--- src/rtl/sxs_consts.svh ---
// constants for the subtract / xor / swap / sleep execution block
`ifndef SXS_CONSTS_SVH
`define SXS_CONSTS_SVH

`define SXS_DIR_A_SEL    7'h05
`define SXS_DIR_B_SEL    7'h06
`define SXS_DIR_C_SEL    7'h07
`define SXS_WDT_CLEAR    8'h00
`define SXS_PRE_CLEAR    8'h00
`define SXS_PRE_LAST     8'hFF
`define SXS_ACC_RESET    8'h00
`define SXS_DIR_RESET    8'hFF
`define SXS_RF_RESET     8'h00

`endif

--- src/rtl/sxs_pkg.sv ---
// types shared by the execution block and the bench
package sxs_pkg;

  // operation codes presented with each request
  typedef enum logic [3:0] {
    SXS_OP_NOP       = 4'h0,
    SXS_OP_LIT_SUB   = 4'h1,
    SXS_OP_REG_SUB   = 4'h2,
    SXS_OP_REG_SUB_B = 4'h3,
    SXS_OP_NIB_EX    = 4'h4,
    SXS_OP_LIT_XOR   = 4'h5,
    SXS_OP_REG_XOR   = 4'h6,
    SXS_OP_DIR_LOAD  = 4'h7,
    SXS_OP_SLEEP     = 4'h8
  } sxs_op_t;

  // one decoded instruction
  typedef struct packed {
    sxs_op_t    op;
    logic [7:0] lit;
    logic [6:0] fidx;
    logic       dest;
  } sxs_req_t;

  // status bits; the two power bits are active low
  typedef struct packed {
    logic carry;
    logic nibble_borrow_inverse;
    logic zero;
    logic timeout_flag_n;
    logic powerdown_flag_n;
  } sxs_flags_t;

  // port direction registers
  typedef struct packed {
    logic [7:0] port_a_direction;
    logic [7:0] port_b_direction;
    logic [7:0] port_c_direction;
  } sxs_dirs_t;

endpackage

--- src/rtl/sxs_sub8.sv ---
// 8-bit two's complement subtractor with carry and nibble carry
`timescale 1ns/10ps
`default_nettype none
module sxs_sub8 (
  input  wire logic [7:0] minuend,
  input  wire logic [7:0] subtrahend,
  input  wire logic       carry_in,
  output logic      [7:0] diff,
  output logic            carry_out,
  output logic            nibble_carry_out
);
  logic [8:0] full_sum;
  logic [4:0] low_sum;

  // add the inverted subtrahend; carry out high means no borrow
  assign full_sum         = {1'b0, minuend} + {1'b0, ~subtrahend} + {8'h00, carry_in};
  assign low_sum          = {1'b0, minuend[3:0]} + {1'b0, ~subtrahend[3:0]} + {4'h0, carry_in};
  assign diff             = full_sum[7:0];
  assign carry_out        = full_sum[8];
  assign nibble_carry_out = low_sum[4];
endmodule // sxs_sub8
`default_nettype wire

--- src/rtl/sxs_regfile.sv ---
// register file: combinational read, one clocked write port
`timescale 1ns/10ps
`default_nettype none
`include "sxs_consts.svh"
module sxs_regfile #(
  parameter int DEPTH = 128,
  parameter int AW    = 7
) (
  input  wire logic          clk,
  input  wire logic          reset_n,
  input  wire logic          clk_en,
  input  wire logic [AW-1:0] rd_idx,
  output logic      [7:0]    rd_data,
  input  wire logic          wr_en,
  input  wire logic [AW-1:0] wr_idx,
  input  wire logic [7:0]    wr_data
);
  typedef struct packed {
    logic [DEPTH-1:0][7:0] mem;
  } sxs_rf_state_t;

  sxs_rf_state_t st_reg;
  sxs_rf_state_t st_next;

  // read is combinational so an operation finishes in its own cycle
  assign rd_data = st_reg.mem[rd_idx];

  // write port
  always_comb begin
    st_next = st_reg;
    if (wr_en) begin
      st_next.mem[wr_idx] = wr_data;
    end
  end

  // clear at reset; hold while the clock enable is low
  always_ff @(posedge clk or negedge reset_n) begin
    if (!reset_n) begin
      st_reg <= '0;
    end else if (clk_en) begin
      st_reg <= st_next;
    end
  end
endmodule // sxs_regfile
`default_nettype wire

--- src/rtl/sxs_exec.sv ---
// execution unit for subtract, xor, nibble exchange, direction load and sleep
`timescale 1ns/10ps
`default_nettype none
`include "sxs_consts.svh"
module sxs_exec
  import sxs_pkg::*;
#(
  parameter int DEPTH = 128,
  parameter int AW    = 7
) (
  input  wire logic       clk,
  input  wire logic       reset_n,
  input  wire logic       clk_en,
  input  wire logic       req_valid,
  input  wire sxs_req_t   req,
  input  wire logic       wake_pin,
  input  wire logic       wdt_enable,
  output logic      [7:0] acc_out,
  output sxs_flags_t      flags_out,
  output sxs_dirs_t       dirs_out,
  output logic      [7:0] wdt_count,
  output logic      [7:0] wdt_prescale,
  output logic            asleep,
  output logic            osc_run,
  output logic            done,
  output logic            illegal,
  output logic      [7:0] last_result
);

  // whole state of the unit
  typedef struct packed {
    logic [7:0] acc;
    sxs_flags_t flags;
    sxs_dirs_t  dirs;
    logic [7:0] wdt;
    logic [7:0] pre;
    logic       asleep;
    logic       osc_run;
    logic       done;
    logic       illegal;
    logic [7:0] result;
    logic       wake_s1;
    logic       wake_s2;
  } sxs_exec_state_t;

  sxs_exec_state_t st_reg;
  sxs_exec_state_t st_next;

  // datapath wires
  logic       go;
  logic [7:0] rf_rdata;
  logic       rf_we;
  logic [7:0] rf_wdata;
  logic [7:0] sub_min;
  logic       sub_cin;
  logic [7:0] sub_diff;
  logic       sub_c;
  logic       sub_dc;
  logic [7:0] res;
  logic       res_valid;
  logic       res_to_rf;
  logic       upd_sub_flags;
  logic       upd_zero;

  // a request is only taken while awake; the halted core fetches nothing
  assign go = req_valid && !st_reg.asleep;

  sxs_regfile #(
    .DEPTH (DEPTH),
    .AW    (AW)
  ) u_rf (
    .clk     (clk),
    .reset_n (reset_n),
    .clk_en  (clk_en),
    .rd_idx  (req.fidx),
    .rd_data (rf_rdata),
    .wr_en   (rf_we),
    .wr_idx  (req.fidx),
    .wr_data (rf_wdata)
  );

  // minuend select
  // literal ops subtract from the literal, register ops from the register
  assign sub_min = (req.op == SXS_OP_LIT_SUB) ? req.lit : rf_rdata;

  // borrow in
  // the stored carry is the inverted borrow, so it feeds carry-in directly
  assign sub_cin = (req.op == SXS_OP_REG_SUB_B) ? st_reg.flags.carry : 1'b1;

  sxs_sub8 u_sub (
    .minuend          (sub_min),
    .subtrahend       (st_reg.acc),
    .carry_in         (sub_cin),
    .diff             (sub_diff),
    .carry_out        (sub_c),
    .nibble_carry_out (sub_dc)
  );

  // operation decode: result, where it goes and which flags move
  always_comb begin
    res           = 8'h00;
    res_valid     = 1'b0;
    res_to_rf     = 1'b0;
    upd_sub_flags = 1'b0;
    upd_zero      = 1'b0;
    if (go) begin
      unique case (req.op)
        SXS_OP_LIT_SUB: begin
          res           = sub_diff;
          res_valid     = 1'b1;
          upd_sub_flags = 1'b1;
          upd_zero      = 1'b1;
        end
        SXS_OP_REG_SUB, SXS_OP_REG_SUB_B: begin
          res           = sub_diff;
          res_valid     = 1'b1;
          res_to_rf     = req.dest;
          upd_sub_flags = 1'b1;
          upd_zero      = 1'b1;
        end
        SXS_OP_NIB_EX: begin
          res       = {rf_rdata[3:0], rf_rdata[7:4]};
          res_valid = 1'b1;
          res_to_rf = req.dest;
        end
        SXS_OP_LIT_XOR: begin
          res       = st_reg.acc ^ req.lit;
          res_valid = 1'b1;
          upd_zero  = 1'b1;
        end
        SXS_OP_REG_XOR: begin
          res       = st_reg.acc ^ rf_rdata;
          res_valid = 1'b1;
          res_to_rf = req.dest;
          upd_zero  = 1'b1;
        end
        SXS_OP_NOP, SXS_OP_DIR_LOAD, SXS_OP_SLEEP: begin
          res_valid = 1'b0;
        end
        default: begin
          res_valid = 1'b0;
        end
      endcase
    end
  end

  assign rf_we    = res_valid && res_to_rf;
  assign rf_wdata = res;

  // next state
  always_comb begin
    st_next         = st_reg;
    st_next.done    = 1'b0;
    st_next.illegal = 1'b0;
    // wake pin is asynchronous; only the second stage is looked at
    st_next.wake_s1 = wake_pin;
    st_next.wake_s2 = st_reg.wake_s1;

    // watchdog prescaler and counter keep running, in sleep as well
    if (wdt_enable) begin
      st_next.pre = st_reg.pre + 8'h01;
      if (st_reg.pre == `SXS_PRE_LAST) begin
        st_next.wdt = st_reg.wdt + 8'h01;
      end
    end

    // leave sleep on a synchronised wake level
    if (st_reg.asleep && st_reg.wake_s2) begin
      st_next.asleep  = 1'b0;
      st_next.osc_run = 1'b1;
    end

    if (go) begin
      st_next.done = 1'b1;
      unique case (req.op)
        SXS_OP_DIR_LOAD: begin
          if (req.fidx == `SXS_DIR_A_SEL) begin
            st_next.dirs.port_a_direction = st_reg.acc;
          end else if (req.fidx == `SXS_DIR_B_SEL) begin
            st_next.dirs.port_b_direction = st_reg.acc;
          end else if (req.fidx == `SXS_DIR_C_SEL) begin
            st_next.dirs.port_c_direction = st_reg.acc;
          end else begin
            st_next.illegal = 1'b1; // no such direction register
          end
        end
        SXS_OP_SLEEP: begin
          st_next.wdt     = `SXS_WDT_CLEAR;
          st_next.pre     = `SXS_PRE_CLEAR;
          st_next.flags.powerdown_flag_n = 1'b0;
          st_next.flags.timeout_flag_n   = 1'b1;
          st_next.asleep  = 1'b1;
          st_next.osc_run = 1'b0;
        end
        SXS_OP_NOP, SXS_OP_LIT_SUB, SXS_OP_REG_SUB, SXS_OP_REG_SUB_B,
        SXS_OP_NIB_EX, SXS_OP_LIT_XOR, SXS_OP_REG_XOR: begin
          st_next.illegal = 1'b0;
        end
        default: begin
          st_next.illegal = 1'b1; // unknown code, treated as no operation
        end
      endcase
    end

    if (res_valid) begin
      st_next.result = res;
      if (!res_to_rf) begin
        st_next.acc = res;
      end
    end

    if (upd_sub_flags) begin
      st_next.flags.carry                 = sub_c;
      st_next.flags.nibble_borrow_inverse = sub_dc;
    end

    if (upd_zero) begin
      st_next.flags.zero = (res == 8'h00);
    end
  end

  // state register; clk_en freezes everything, including the synchroniser
  always_ff @(posedge clk or negedge reset_n) begin
    if (!reset_n) begin
      st_reg                              <= '0;
      st_reg.acc                          <= `SXS_ACC_RESET;
      st_reg.dirs.port_a_direction        <= `SXS_DIR_RESET;
      st_reg.dirs.port_b_direction        <= `SXS_DIR_RESET;
      st_reg.dirs.port_c_direction        <= `SXS_DIR_RESET;
      st_reg.flags.timeout_flag_n         <= 1'b1;
      st_reg.flags.powerdown_flag_n       <= 1'b1;
      st_reg.osc_run                      <= 1'b1;
    end else if (clk_en) begin
      st_reg <= st_next;
    end
  end

  // outputs straight from the state register
  assign acc_out      = st_reg.acc;
  assign flags_out    = st_reg.flags;
  assign dirs_out     = st_reg.dirs;
  assign wdt_count    = st_reg.wdt;
  assign wdt_prescale = st_reg.pre;
  assign asleep       = st_reg.asleep;
  assign osc_run      = st_reg.osc_run;
  assign done         = st_reg.done;
  assign illegal      = st_reg.illegal;
  assign last_result  = st_reg.result;

  // checks tying results to operands one edge later

  AST_LIT_SUB: assert property (@(posedge clk) disable iff (!reset_n)
    (clk_en && go && req.op == SXS_OP_LIT_SUB)
    |=> (st_reg.acc == 8'($past(req.lit) - $past(st_reg.acc))))
    else $error("literal subtract result wrong");

  AST_REG_SUB: assert property (@(posedge clk) disable iff (!reset_n)
    (clk_en && go && req.op == SXS_OP_REG_SUB && !req.dest)
    |=> (st_reg.acc == 8'($past(rf_rdata) - $past(st_reg.acc))))
    else $error("register subtract result wrong");

  AST_DEST_RF: assert property (@(posedge clk) disable iff (!reset_n)
    (clk_en && go && req.dest && (req.op == SXS_OP_REG_SUB || req.op == SXS_OP_NIB_EX))
    |-> rf_we ##1 $stable(st_reg.acc))
    else $error("destination bit not honoured");

  AST_BORROW: assert property (@(posedge clk) disable iff (!reset_n)
    (clk_en && go && req.op == SXS_OP_REG_SUB_B && !req.dest)
    |=> (st_reg.acc == 8'($past(rf_rdata) - $past(st_reg.acc) - {7'h00, !$past(st_reg.flags.carry)})))
    else $error("subtract with borrow wrong");

  AST_SWAP: assert property (@(posedge clk) disable iff (!reset_n)
    (clk_en && go && req.op == SXS_OP_NIB_EX && !req.dest)
    |=> (st_reg.acc == {$past(rf_rdata[3:0]), $past(rf_rdata[7:4])}) && $stable(st_reg.flags))
    else $error("nibble exchange wrong");

  AST_LIT_XOR: assert property (@(posedge clk) disable iff (!reset_n)
    (clk_en && go && req.op == SXS_OP_LIT_XOR)
    |=> (st_reg.acc == ($past(st_reg.acc) ^ $past(req.lit))) && $stable(st_reg.flags.carry))
    else $error("literal xor wrong");

  AST_REG_XOR: assert property (@(posedge clk) disable iff (!reset_n)
    (clk_en && go && req.op == SXS_OP_REG_XOR && req.dest)
    |=> (last_result == ($past(st_reg.acc) ^ $past(rf_rdata))) && $stable(st_reg.acc))
    else $error("register xor write-back wrong");

  AST_DIR_A: assert property (@(posedge clk) disable iff (!reset_n)
    (clk_en && go && req.op == SXS_OP_DIR_LOAD && req.fidx == `SXS_DIR_A_SEL)
    |=> (st_reg.dirs.port_a_direction == $past(st_reg.acc)) && $stable(st_reg.flags))
    else $error("direction load wrong");

  AST_SLEEP_WDT: assert property (@(posedge clk) disable iff (!reset_n)
    (clk_en && go && req.op == SXS_OP_SLEEP)
    |=> (st_reg.wdt == `SXS_WDT_CLEAR) && (st_reg.pre == `SXS_PRE_CLEAR))
    else $error("watchdog not cleared by sleep");

  AST_SLEEP_ST: assert property (@(posedge clk) disable iff (!reset_n)
    (clk_en && go && req.op == SXS_OP_SLEEP)
    |=> !st_reg.flags.powerdown_flag_n && st_reg.flags.timeout_flag_n && st_reg.asleep && !st_reg.osc_run)
    else $error("sleep status wrong");

  AST_CARRY: assert property (@(posedge clk) disable iff (!reset_n)
    (clk_en && go && req.op == SXS_OP_LIT_SUB)
    |=> (st_reg.flags.carry == ($past(st_reg.acc) <= $past(req.lit)))
     && (st_reg.flags.nibble_borrow_inverse == ($past(st_reg.acc[3:0]) <= $past(req.lit[3:0]))))
    else $error("carry or nibble carry wrong");

  AST_ZERO_DONE: assert property (@(posedge clk) disable iff (!reset_n)
    (clk_en && go && req.op == SXS_OP_LIT_XOR)
    |=> done && (st_reg.flags.zero == (st_reg.acc == 8'h00)))
    else $error("zero flag or completion wrong");

endmodule // sxs_exec
`default_nettype wire

--- config.mk ---
export PLATFORM = sky130hd
export DESIGN_NAME = sxs_exec
export DESIGN_NICKNAME = d
export VERILOG_FILES = /design/src/rtl/sxs_pkg.sv /design/src/rtl/sxs_sub8.sv /design/src/rtl/sxs_regfile.sv /design/src/rtl/sxs_exec.sv
export VERILOG_INCLUDE_DIRS = /design/src /design/src/rtl
export SDC_FILE = /design/constraint.sdc
export NUM_CORES = 2
export LEC_CHECK = 0
export ABC_AREA = 1
export BUFFER_PORTS_ARGS = -buffer_cell sky130_fd_sc_hd__clkbuf_2
export CAP_MARGIN = 20
export CORE_MARGIN = 5
export CORE_UTILIZATION = 40
export CTS_CLUSTER_SIZE = 28
export DETAILED_ROUTE_END_ITERATION = 7
export PLACE_DENSITY = 0.57
export SLEW_MARGIN = 40
export SYNTH_ARGS = -nofsm -noshare
export SYNTH_HDL_FRONTEND = slang
export SYNTH_SLANG_ARGS = --single-unit
--- constraint.sdc ---
create_clock -name clk -period 5.2 [get_ports clk]
set_input_delay 1.04 -clock clk [delete_from_list [all_inputs] [get_ports clk]]
set_output_delay 1.04 -clock clk [all_outputs]
set_load 0.01 [all_outputs]
==> summary.txt <==
slowest CP cell: fa_1
Final ANT Viol Nets: 0
# hold bufs at CTS: 0
clock-pin transition on the worst setup and hold timing paths: 0.06 ns
WP data arrival: 5.47 ns
Combinational Power Share: 9.1%
vias in the first global route: 43500
final WL: 169 mm
core area: 0.132 mm²
maximum vdd ir drop: 0.000290 V
Clk pwr share: 46.5%
Post-Syn Instances: 7044
delay-heaviest family, CP: simple AND/OR/NAND/NOR gates
# IOs: 91
MaxCap Viol Count: 0
Largest register FFs: 1024
Ys Warns: 0
pwr dens: 318 mW/mm²
Synth async-reset ratio: 100%
clk_skew: 0.0655 ns
wire per inst: 19.0 µm
initial antenna violation count: 6
CP most frequent cell: nand2_1
initial drt markers: 4370
first drt pass iteration count: 6
Port Buf Inserts: 89
LEAKAGE: 28.8 nW
status: complete, no violations
Cell Area, Synth: 0.0532 mm²
Max Root-Sink Buffers: 3
share of cells above drive strength 1: 10.4%
GRT Util Overall: 23.8%
post-synthesis cell type count: 41
DR vias: 45700
Fin. Hold Viols: 0
DP HPWL: 113 mm
GR Overflow Total: 0
crit start category: input port
first-pass GRT wire length: 264 mm
Critical path buffers and inverters: 6
Synth area leader: dfrtp_1
Mapped Avg Cell Area: 7.55 µm²
RSZ-0062 raised after global routing: no
crit path launch: req[1]
top_reg_cell synth: dfrtp_1
sw frac: 25.5%
EDFF count, synth: 0
Slew @ Worst Pin: 0.876 ns
CP endpoint kind: flop
total power: 19.4 mW
ranking of synthesized cells by area: dfrtp_1, nand2_1, o21ai_0, inv_1, nand3_1
Die Area: 0.140 mm²
die height: 375 µm
utilization after layout: 46.4%
Finish-stage setup viols: 0
share of the synthesized area in the top cell type: 50.1%
Internal Power: 14.5 mW
Worst-Skew Late Latency: 0.78 ns
Req. time, crit path: 5.84 ns
worst hold path class: in2async
CTS tree: yes
setup bufs post-CTS: 0
clock tree root driver cell: clkbuf_16
Post-synth top cells: nand2_1, dfrtp_1, o21ai_0
fin crit share: 92.9%
slew margin rel.: 41.5%
Reg power frac: 44.4%
largest net degree at the start of global routing: 124
Setup CP Type: in2reg
total CTS buffers: 118
crit-path max cell delay: 0.40 ns
sequential fraction of the synthesis area: 51.4%
worst flop-to-flop path startpoint: u_rf.st_reg[762]
syn_nets: 7081
sw power: 4.95 mW
DRC viols: 0
Nets: 7096
Highest Clock Rate: 207 MHz
Die X: 375 µm
most numerous cell in the Yosys netlist: nand2_1
area growth from synthesis to layout: 15.1%
vias per cell: 5.13
routability cong.: 0.889
row count: 133
CTS sink cnt: 1090
CP max FO: 45
Initial Util: 40.3%
min Tclk post-route: 4.83 ns
htree depth: 3
flops & latches, synth: 1090
Final Max Slew Viols: 0
## cell usage in the layout, fill, tap and decap left out, types with 118 or more instances in the layout
cell	Yosys	layout
nor2_1	230	224
o21ai_0	990	988
a21oi_1	139	138
inv_1	622	620
nand3_1	243	243
buf_4	71	237
clkbuf_16	0	118
dfrtp_1	1064	1064
nor3_1	135	134
nand2_1	2771	2762
## logic make-up after synthesis
group           after synthesis  share of synthesized area (%)
compound gates             1360                           13.6
xor+xnor                      2                         0.0330
fa+ha+maj                    11                          0.287
buf+inv                    1151                           9.31
flops                      1090                           51.4
mux                           3                         0.0565
other cells                   1                        0.00705
simple gates               3426                           25.3
## worst paths after layout
path | to | slack (ns) | cells past startpoint
max in group asynchronous | u_rf.st_reg[901] | 3.54 | 4
worst min-delay path | u_rf.st_reg[482] | 0.19 | 1
worst min register to register | flags_out[0] | 0.45 | 2
worst max register to register | u_rf.st_reg[855] | 0.89 | 30
min in group clk | flags_out[0] | 0.45 | 2
worst max-delay path | u_rf.st_reg[238] | 0.37 | 31
## layout make-up
cell class / instances / area [µm²]
fill: 13200 / 70600
sequential: 1090 / 27300
multi-input combinational: 4803 / 21000
timing repair buffer: 420 / 4160
antenna: 2 / 5.00
inverter: 626 / 2370
clock buffer: 169 / 3420
tap: 1755 / 2200
clock inverter: 50 / 739
## metal layers
| layer | up-vias | part of all wire, % | wire [µm] | GRT usage, % |
|---|---|---|---|---|
| met5 | - | 0.0077 | 13 | 0 |
| met4 | 2 | 3.0 | 5130 | 7.39 |
| met3 | 264 | 6.6 | 11200 | 4.26 |
| met2 | 1384 | 44 | 75300 | 36.7 |
| met1 | 21900 | 46 | 77800 | 34.4 |
| li1 | 22100 | - | - | - |
## worst reg2reg max path: cells and delay by family, from the launching register on
kind | cells | cell delay [ns]
AND/OR/NAND/NOR | 16 | 1.59
buffers and inverters | 4 | 0.51
AO/OA/AOI/OAI | 9 | 1.37
adder cells (fa/ha/maj) | 1 | 0.33
flip-flops | 1 | 0.39
## power by group through the flow
stage / Combinational, mW / Sequential, mW / Clock [mW]
2_1_floorplan: 0.858 / 8.76 / 0
3_3_place_gp: 1.77 / 8.78 / 0
3_5_place_dp: 1.77 / 8.78 / 0
4_1_cts: 1.78 / 8.63 / 9.20
5_1_grt: 1.93 / 8.63 / 9.57
6_report: 1.78 / 8.63 / 9.03
## through the flow
step	hold slack [ns]	cells	instance area [µm²]	TNS (ns)	setup slack (ns)
final	0.193	8915	61200	0	0.371
after global routing	0.185	8913	61200	0	0.0187
after CTS	0.354	8912	61100	0	0.223
after detailed placement	0.442	8693	57000	-213.21	-0.547
after global placement	0.434	8693	57000	-231.39	-0.605
after floorplan	0.424	7044	53200	0	0.644
## timing repair
item,4_1_cts,5_1_grt
setup endpoints to repair,0,250
hold endpoints to repair,0,0
resized for setup,0,12
Note: power is estimated with default switching activity, not from simulation.
